**src/pkg/pll_lf_cfg_pkg.sv**
```systemverilog
package pll_lf_cfg_pkg;

   // register offsets on the host register port
   localparam logic [7:0] OFS_CP_CTRL = 8'h23;
   localparam logic [7:0] OFS_LF_R2 = 8'h24;
   localparam logic [7:0] OFS_LF_C1 = 8'h25;
   localparam logic [7:0] OFS_LF_R3 = 8'h26;
   localparam logic [7:0] OFS_LF_C3 = 8'h27;

   // field positions and widths
   localparam int CP_PHASE_LSB = 4;
   localparam int CP_PHASE_W = 3;
   localparam int C3_EN_BIT = 2;
   localparam int CP_RSVD_LSB = 0;
   localparam int CP_RSVD_W = 2;
   localparam int R2_W = 8;
   localparam int C1_W = 3;
   localparam int R3_W = 7;
   localparam int C3_W = 3;

   // reset values
   localparam logic [2:0] RST_CP_PHASE = 3'h0;
   localparam logic [0:0] RST_C3_EN = 1'h0;
   localparam logic [1:0] RST_CP_RSVD = 2'h3;
   localparam logic [7:0] RST_LF_R2 = 8'h08;
   localparam logic [2:0] RST_LF_C1 = 3'h0;
   localparam logic [6:0] RST_LF_R3 = 7'h00;
   localparam logic [2:0] RST_LF_C3 = 3'h0;

   // phase delay in picoseconds per code
   localparam logic [10:0] DLY_0_PS = 11'h000;
   localparam logic [10:0] DLY_1P3_PS = 11'h514;
   localparam logic [10:0] DLY_1P0_PS = 11'h3e8;
   localparam logic [10:0] DLY_0P9_PS = 11'h384;
   localparam logic [10:0] DLY_0P7_PS = 11'h2bc;

   // capacitor scaling in pF
   localparam logic [8:0] C1_BASE_PF = 9'h005;
   localparam logic [8:0] C1_STEP_PF = 9'h032;
   localparam logic [5:0] C3_STEP_PF = 6'h05;

   // resistor values in ohm for the characterised codes
   localparam logic [11:0] R2_OHM_01 = 12'h0c8;
   localparam logic [11:0] R2_OHM_04 = 12'h1f4;
   localparam logic [11:0] R2_OHM_08 = 12'h2bc;
   localparam logic [11:0] R2_OHM_20 = 12'h640;
   localparam logic [11:0] R2_OHM_30 = 12'h960;
   localparam logic [11:0] R2_OHM_40 = 12'hc80;
   localparam logic [11:0] R3_OHM_00 = 12'h012;
   localparam logic [11:0] R3_OHM_03 = 12'h0cd;
   localparam logic [11:0] R3_OHM_08 = 12'h356;
   localparam logic [11:0] R3_OHM_09 = 12'h470;
   localparam logic [11:0] R3_OHM_0C = 12'h5ff;
   localparam logic [11:0] R3_OHM_11 = 12'h790;
   localparam logic [11:0] R3_OHM_14 = 12'h91f;

   // one register access from the serial host port
   typedef struct packed {
      logic wr;
      logic rd;
      logic [7:0] addr;
      logic [7:0] wdata;
   } reg_req_t;

   // static control lines into the analog loop
   typedef struct packed {
      logic [2:0] cp_phase_delay_sel;
      logic third_cap_enable;
      logic [7:0] loop_filter_r2_code;
      logic [2:0] loop_filter_c1_code;
      logic [6:0] loop_filter_r3_code;
      logic [2:0] loop_filter_c3_code;
   } lf_ctrl_t;

   // decoded values for monitoring
   typedef struct packed {
      logic [10:0] phase_delay_ps;
      logic pd_rate_50m;
      logic [8:0] c1_pf;
      logic [5:0] c3_pf;
      logic [11:0] r2_ohm;
      logic r2_ohm_known;
      logic [11:0] r3_ohm;
      logic r3_ohm_known;
   } lf_values_t;

endpackage

```
**src/design/cfg_field.sv**
```systemverilog
`timescale 1ns/1ps
`default_nettype none

// one read-write field with its own reset value
module cfg_field #(
   parameter int W = 8,
   parameter logic [W-1:0] RESET = '0
) (
   input wire logic clk_sys_i,
   input wire logic rst_i,
   input wire logic wr_en_i,
   input wire logic [W-1:0] wdata_i,
   output logic [W-1:0] q_o
);

   // field width must fit one byte register
   if (W < 1 || W > 8) begin : g_bad_width
      $error("cfg_field width out of range");
   end

   // store on write, default on reset
   always_ff @(posedge clk_sys_i) begin
      if (rst_i) begin
         q_o <= RESET;
      end else if (wr_en_i) begin
         q_o <= wdata_i;
      end
   end

endmodule // cfg_field

`default_nettype wire

```
**src/design/pll_loop_filter_config_regs.sv**
```systemverilog
`timescale 1ns/1ps
`default_nettype none

module pll_loop_filter_config_regs (
   input wire logic clk_sys_i,
   input wire logic rst_i,
   input wire pll_lf_cfg_pkg::reg_req_t req_i,
   output logic [7:0] reg_rdata_o,
   output logic reg_rvalid_o,
   output pll_lf_cfg_pkg::lf_ctrl_t lf_ctrl_o,
   output pll_lf_cfg_pkg::lf_values_t lf_values_o
);

   ////////////////////////////////////////////////////////////////////////
   // address decode

   logic sel_cp;
   logic sel_r2;
   logic sel_c1;
   logic sel_r3;
   logic sel_c3;

   // write strobes per register
   assign sel_cp = req_i.wr && (req_i.addr == pll_lf_cfg_pkg::OFS_CP_CTRL);
   assign sel_r2 = req_i.wr && (req_i.addr == pll_lf_cfg_pkg::OFS_LF_R2);
   assign sel_c1 = req_i.wr && (req_i.addr == pll_lf_cfg_pkg::OFS_LF_C1);
   assign sel_r3 = req_i.wr && (req_i.addr == pll_lf_cfg_pkg::OFS_LF_R3);
   assign sel_c3 = req_i.wr && (req_i.addr == pll_lf_cfg_pkg::OFS_LF_C3);

   ////////////////////////////////////////////////////////////////////////
   // storage

   logic [2:0] phase_q;
   logic [0:0] c3en_q;
   logic [7:0] r2_q;
   logic [2:0] c1_q;
   logic [6:0] r3_q;
   logic [2:0] c3_q;

   cfg_field #(.W(pll_lf_cfg_pkg::CP_PHASE_W), .RESET(pll_lf_cfg_pkg::RST_CP_PHASE)) u_phase (
      .clk_sys_i(clk_sys_i),
      .rst_i(rst_i),
      .wr_en_i(sel_cp),
      .wdata_i(req_i.wdata[pll_lf_cfg_pkg::CP_PHASE_LSB +: pll_lf_cfg_pkg::CP_PHASE_W]),
      .q_o(phase_q)
   );

   cfg_field #(.W(1), .RESET(pll_lf_cfg_pkg::RST_C3_EN)) u_c3en (
      .clk_sys_i(clk_sys_i),
      .rst_i(rst_i),
      .wr_en_i(sel_cp),
      .wdata_i(req_i.wdata[pll_lf_cfg_pkg::C3_EN_BIT +: 1]),
      .q_o(c3en_q)
   );

   cfg_field #(.W(pll_lf_cfg_pkg::R2_W), .RESET(pll_lf_cfg_pkg::RST_LF_R2)) u_r2 (
      .clk_sys_i(clk_sys_i),
      .rst_i(rst_i),
      .wr_en_i(sel_r2),
      .wdata_i(req_i.wdata[pll_lf_cfg_pkg::R2_W-1:0]),
      .q_o(r2_q)
   );

   cfg_field #(.W(pll_lf_cfg_pkg::C1_W), .RESET(pll_lf_cfg_pkg::RST_LF_C1)) u_c1 (
      .clk_sys_i(clk_sys_i),
      .rst_i(rst_i),
      .wr_en_i(sel_c1),
      .wdata_i(req_i.wdata[pll_lf_cfg_pkg::C1_W-1:0]),
      .q_o(c1_q)
   );

   cfg_field #(.W(pll_lf_cfg_pkg::R3_W), .RESET(pll_lf_cfg_pkg::RST_LF_R3)) u_r3 (
      .clk_sys_i(clk_sys_i),
      .rst_i(rst_i),
      .wr_en_i(sel_r3),
      .wdata_i(req_i.wdata[pll_lf_cfg_pkg::R3_W-1:0]),
      .q_o(r3_q)
   );

   cfg_field #(.W(pll_lf_cfg_pkg::C3_W), .RESET(pll_lf_cfg_pkg::RST_LF_C3)) u_c3 (
      .clk_sys_i(clk_sys_i),
      .rst_i(rst_i),
      .wr_en_i(sel_c3),
      .wdata_i(req_i.wdata[pll_lf_cfg_pkg::C3_W-1:0]),
      .q_o(c3_q)
   );

   ////////////////////////////////////////////////////////////////////////
   // read-back

   logic [7:0] next_rdata;

   // assemble read value, unused bits zero, control reserved bits 1:0 read 2'h3, unmapped reads zero
   always_comb begin
      next_rdata = 8'h00;
      unique case (req_i.addr)
         pll_lf_cfg_pkg::OFS_CP_CTRL: begin
            next_rdata[pll_lf_cfg_pkg::CP_PHASE_LSB +: pll_lf_cfg_pkg::CP_PHASE_W] = phase_q;
            next_rdata[pll_lf_cfg_pkg::C3_EN_BIT] = c3en_q[0];
            next_rdata[pll_lf_cfg_pkg::CP_RSVD_LSB +: pll_lf_cfg_pkg::CP_RSVD_W] =
               pll_lf_cfg_pkg::RST_CP_RSVD;
         end
         pll_lf_cfg_pkg::OFS_LF_R2: next_rdata = r2_q;
         pll_lf_cfg_pkg::OFS_LF_C1: next_rdata[pll_lf_cfg_pkg::C1_W-1:0] = c1_q;
         pll_lf_cfg_pkg::OFS_LF_R3: next_rdata[pll_lf_cfg_pkg::R3_W-1:0] = r3_q;
         pll_lf_cfg_pkg::OFS_LF_C3: next_rdata[pll_lf_cfg_pkg::C3_W-1:0] = c3_q;
         default: next_rdata = 8'h00;
      endcase
   end

   // read answer one cycle after the request
   always_ff @(posedge clk_sys_i) begin
      if (rst_i) begin
         reg_rdata_o <= 8'h00;
         reg_rvalid_o <= 1'b0;
      end else begin
         reg_rvalid_o <= req_i.rd;
         if (req_i.rd) begin
            reg_rdata_o <= next_rdata;
         end
      end
   end

   ////////////////////////////////////////////////////////////////////////
   // analog control lines

   // registered copies so outputs come from flip-flops
   always_ff @(posedge clk_sys_i) begin
      if (rst_i) begin
         lf_ctrl_o.cp_phase_delay_sel <= pll_lf_cfg_pkg::RST_CP_PHASE;
         lf_ctrl_o.third_cap_enable <= pll_lf_cfg_pkg::RST_C3_EN[0];
         lf_ctrl_o.loop_filter_r2_code <= pll_lf_cfg_pkg::RST_LF_R2;
         lf_ctrl_o.loop_filter_c1_code <= pll_lf_cfg_pkg::RST_LF_C1;
         lf_ctrl_o.loop_filter_r3_code <= pll_lf_cfg_pkg::RST_LF_R3;
         lf_ctrl_o.loop_filter_c3_code <= pll_lf_cfg_pkg::RST_LF_C3;
      end else begin
         lf_ctrl_o.cp_phase_delay_sel <= phase_q;
         lf_ctrl_o.third_cap_enable <= c3en_q[0];
         lf_ctrl_o.loop_filter_r2_code <= r2_q;
         lf_ctrl_o.loop_filter_c1_code <= c1_q;
         lf_ctrl_o.loop_filter_r3_code <= r3_q;
         lf_ctrl_o.loop_filter_c3_code <= c3_q;
      end
   end

   ////////////////////////////////////////////////////////////////////////
   // decoded values

   pll_lf_cfg_pkg::lf_values_t next_values;

   // translate codes into physical quantities
   always_comb begin
      next_values = '0;
      unique case (phase_q)
         3'h1, 3'h4: next_values.phase_delay_ps = pll_lf_cfg_pkg::DLY_1P3_PS;
         3'h2, 3'h5: next_values.phase_delay_ps = pll_lf_cfg_pkg::DLY_1P0_PS;
         3'h3, 3'h6: next_values.phase_delay_ps = pll_lf_cfg_pkg::DLY_0P9_PS;
         3'h7: next_values.phase_delay_ps = pll_lf_cfg_pkg::DLY_0P7_PS;
         default: next_values.phase_delay_ps = pll_lf_cfg_pkg::DLY_0_PS;
      endcase
      next_values.pd_rate_50m = phase_q[2];
      next_values.c1_pf = 9'(pll_lf_cfg_pkg::C1_BASE_PF + pll_lf_cfg_pkg::C1_STEP_PF * c1_q);
      next_values.c3_pf = 6'(pll_lf_cfg_pkg::C3_STEP_PF * c3_q);
      next_values.r2_ohm_known = 1'b1;
      unique case (r2_q)
         8'h01: next_values.r2_ohm = pll_lf_cfg_pkg::R2_OHM_01;
         8'h04: next_values.r2_ohm = pll_lf_cfg_pkg::R2_OHM_04;
         8'h08: next_values.r2_ohm = pll_lf_cfg_pkg::R2_OHM_08;
         8'h20: next_values.r2_ohm = pll_lf_cfg_pkg::R2_OHM_20;
         8'h30: next_values.r2_ohm = pll_lf_cfg_pkg::R2_OHM_30;
         8'h40: next_values.r2_ohm = pll_lf_cfg_pkg::R2_OHM_40;
         default: next_values.r2_ohm_known = 1'b0;
      endcase
      next_values.r3_ohm_known = 1'b1;
      unique case (r3_q)
         7'h00: next_values.r3_ohm = pll_lf_cfg_pkg::R3_OHM_00;
         7'h03: next_values.r3_ohm = pll_lf_cfg_pkg::R3_OHM_03;
         7'h08: next_values.r3_ohm = pll_lf_cfg_pkg::R3_OHM_08;
         7'h09: next_values.r3_ohm = pll_lf_cfg_pkg::R3_OHM_09;
         7'h0c: next_values.r3_ohm = pll_lf_cfg_pkg::R3_OHM_0C;
         7'h11: next_values.r3_ohm = pll_lf_cfg_pkg::R3_OHM_11;
         7'h14: next_values.r3_ohm = pll_lf_cfg_pkg::R3_OHM_14;
         default: next_values.r3_ohm_known = 1'b0;
      endcase
   end

   // hold decoded values in flip-flops
   always_ff @(posedge clk_sys_i) begin
      if (rst_i) begin
         lf_values_o <= '0;
      end else begin
         lf_values_o <= next_values;
      end
   end

endmodule // pll_loop_filter_config_regs

`default_nettype wire

```
**config.mk**
```make
export PLATFORM = sky130hd
export DESIGN_NAME = pll_loop_filter_config_regs
export DESIGN_NICKNAME = d
export VERILOG_FILES = /design/src/pkg/pll_lf_cfg_pkg.sv /design/src/design/cfg_field.sv /design/src/design/pll_loop_filter_config_regs.sv
export SDC_FILE = /design/constraint.sdc
export NUM_CORES = 1
export LEC_CHECK = 0
export ABC_AREA = 1
export ABC_CLOCK_PERIOD_IN_PS = 2300
export CAP_MARGIN = 20
export CORE_MARGIN = 10
export CORE_UTILIZATION = 40
export CTS_CLUSTER_SIZE = 14
export DETAILED_ROUTE_END_ITERATION = 8
export DONT_BUFFER_PORTS = 1
export GPL_TIMING_DRIVEN = 1
export PLACE_DENSITY_LB_ADDON = 0.2
export SYNTH_ARGS = -nofsm -noshare
export SYNTH_HDL_FRONTEND = slang
export SYNTH_SLANG_ARGS = --single-unit
```
**constraint.sdc**
```tcl
create_clock -name clk_sys_i -period 2.3 [get_ports clk_sys_i]
set_clock_uncertainty 0.05 [all_clocks]
set_input_delay 0.115 -clock clk_sys_i [delete_from_list [all_inputs] [get_ports clk_sys_i]]
set_output_delay 0.115 -clock clk_sys_i [all_outputs]
set_load 0.05 [all_outputs]
```
==> impl_metrics.toml <==
[layout]
layout.cells.non_filler = 586
multi_input_area_sq_um = 1410
final_util_pct = 45.6
drive_gt1_share_pct = 9.05
fillCellCount = 946
nets = 499
insertedDiodeCount = 0
design_area_sq_um = 4190
area_growth_syn_to_layout_pct = 11.0
seqCellArea_sq_um = 2000

[route]
drc = 0
wl_per_cell_um = 15.6
final_antenna_net_count = 0
met3_length_um = 865
drt_iter0_markers = 100
met1_length_um = 3940
drt-total-wl_um = 9170
wl_met2_um = 4230
avgViaCountPerCell = 4.95
firstDrtPassIters = 5
num_vias = 2902
dr.max_layer_used = "met4"

[global_routing]
grt_use_total_pct = 13.3
grt_pass1_wl_um = 14200
first_global_vias = 2790
gr-total-overflow = 0
antenna_found_initial = 0
grt_max_degree = 65

[floorplan]
fp.dieW_um = 117
start_util_pct = 41.1
placementRows = 35
die_area_sq_um = 13700
fp.dieH_um = 117
core_area_sq_um = 9200
ios = 107

[timing]
tns_ns = 0
rsz0062_at_grt = "no"
setup_ws_ns = 0.434
hold_viol = 0
fin_crit_sh_pct = 81.1
setup_violations = 0
post-route-min-period_ns = 1.87
max_freq_mhz = 536
maxSlewViolCount = 0
slew_headroom_pct = 46.6
holdWs_ns = 0.00365
tightest_slew_ns = 0.801

[synth]
ys_warn_count = 0
ys_seq_area_share_pct = 53.0
synth_top_cell_area_share_pct = 53.0
synthesis.instances = 461
netlist_top_cells_area = "dfxtp_1 (53%), nor2_1 (6.9%), a21oi_1 (6.0%)"
netlist_area_sq_um = 3780
ys_ff_latch = 100
synth.avg_cell_area_sq_um = 8.19
synth.distinct_cells = 28
synth_edf_count = 0
yosys.area.top_type = "dfxtp_1"
ys.flop_type = "dfxtp_1"
ys_async_sr_fraction_pct = 0

[power]
p_leak_nw = 1.83
peakVddDrop_mv = 0.241
finalPower_mw = 3.18
p_per_area_nw_per_um2 = 759

[place]
gp_congestion = 0.811
portBuffers = 0
postPlaceCellArea_sq_um = 3830
post-place-ws_ns = 0.480
dp_cells = 558
hpwl_um = 6600

[clock_network]
cts_root_buf = "clkbuf_8"
clockBufferDepth = 2
numCtsBuffers = 9
h-tree-depth = 3
cts_tree = "built"
worstSkewPairLatency_ns = 0.36
cts_setup_buffers = 0
clkSinkCount = 100
path_clk_slew_ns = 0.10

[worst_setup_path]
r2r_setup_slack_ns = 0.43
crit_family = "adder cells"
regToRegStartpoint = "u_c1.q_o[1]$_SDFFE_PP0P_"
start_kind = "register"
critPathKind = "reg2reg"
path_cells = "inv_1, ha_1, inv_1, ha_1, ha_1, and3_1, nor3_1"
worst-path-max-fanout = 6
worst_r2r_path_depth = 7
end_kind = "register"
required_ns = 2.54
max_stage_delay_ns = 0.44
slowest_stage = "dfxtp_1"
cp_num_buf_inv = 2
regToRegEndpoint = "lf_values_o[39]$_SDFF_PP0_"
arrival_ns = 2.11
worst_path_most_repeated_cell = "ha_1"

[job]
drv_cap = 0

[hold_path]
holdPathEnd = "u_c1.q_o[2]$_SDFFE_PP0P_"
hold_class = "in2reg"
hold_depth = 2
min_from = "req_i[17]"

[run_status]
status = "finished clean"
## sequential cells by signal, indices dropped and copies added (netlist names)
name	count
lf_ctrl_o	25
lf_values_o	41
reg_rdata_o	8
reg_rvalid_o	1
u_c1.q_o	3
u_c3.q_o	3
u_c3en.q_o	1
u_phase.q_o	3
u_r2.q_o	8
u_r3.q_o	7
## synthesized netlist by cell type, drive strengths merged, types with 2 or more instances
cell,n
a21oi,45
and3,2
buf,20
clkbuf,8
dfxtp,100
ha,9
inv,54
nand2,43
nand3,46
nand4,4
nor2,74
nor3,14
o21ai,37
## cells by family (layout without fill, tap and decap cells)
| kind of cell | after synthesis | after routing | share of synthesized area, % |
|---|---|---|---|
| adders and majority gates | 9 | 9 | 2.98 |
| AOI/OAI and AO/OA | 83 | 83 | 11.0 |
| xor gates and xnor gates | 1 | 1 | 0.232 |
| DFF | 100 | 100 | 53.0 |
| other | 1 | 4 | 0.0993 |
| buffers and inverters | 82 | 93 | 10.1 |
| and+or+nand+nor | 185 | 185 | 22.6 |
## routing by layer
layer  track usage (%)  vias to the layer above
met5                 0                        -
met3              5.76                       12
met1              15.8                     1316
met2              20.7                       79
li1                  -                     1495
met4              5.44                        0
## power by group
| group | internal, mW | total, mW | switching [mW] | leakage (nW) |
|---|---|---|---|---|
| Combinational | 0.0394 | 0.134 | 0.0950 | 0.911 |
| Sequential | 1.75 | 1.82 | 0.0684 | 0.811 |
| Clock | 0.620 | 1.23 | 0.611 | 0.110 |
| Total | 2.41 | 3.18 | 0.774 | 1.83 |
## what timing repair did
action                                 CTS  global route
hold buffers                            12             0
gates resized for setup                  0             0
endpoints found under the hold margin   88             0
## cell usage in the layout, fill, tap and decap left out, drive strengths merged
cell type / n
ha: 9
nor2: 74
nand3b: 1
o22ai: 1
dfxtp: 100
xnor2: 1
nand3: 46
buf: 12
o21ai: 37
dlygate4sd3: 11
conb: 4
and3: 2
nand2: 43
clkinv: 2
inv: 56
a21oi: 45
bufinv: 2
and2: 1
nand4: 4
clkbuf: 9
nor3: 14
clkinvlp: 1
## worst max path at each step
stage	start	to	slack (ns)	cells after the start
3_5_place_dp	u_c1.q_o[1]$_SDFFE_PP0P_	lf_values_o[39]$_SDFF_PP0_	0.48	7
5_1_grt	u_c1.q_o[1]$_SDFFE_PP0P_	lf_values_o[39]$_SDFF_PP0_	0.31	7
3_3_place_gp	u_c1.q_o[1]$_SDFFE_PP0P_	lf_values_o[39]$_SDFF_PP0_	0.58	7
2_1_floorplan	u_c1.q_o[1]$_SDFFE_PP0P_	lf_values_o[39]$_SDFF_PP0_	0.63	7
4_1_cts	u_c1.q_o[1]$_SDFFE_PP0P_	lf_values_o[39]$_SDFF_PP0_	0.44	7
6_report	u_c1.q_o[1]$_SDFFE_PP0P_	lf_values_o[39]$_SDFF_PP0_	0.43	7
## area by class of cell
class                           instances  share of cell area (%)
Clock inverter                          7                    2.36
Clock buffer                            9                    2.96
Sequential cell                       100                    47.8
Tap cell                              111                    3.31
Inverter                               54                    4.84
Timing Repair Buffer                   23                    5.25
Multi-Input combinational cell        282                    33.5
No activity file was read; power rests on OpenSTA's default activity.
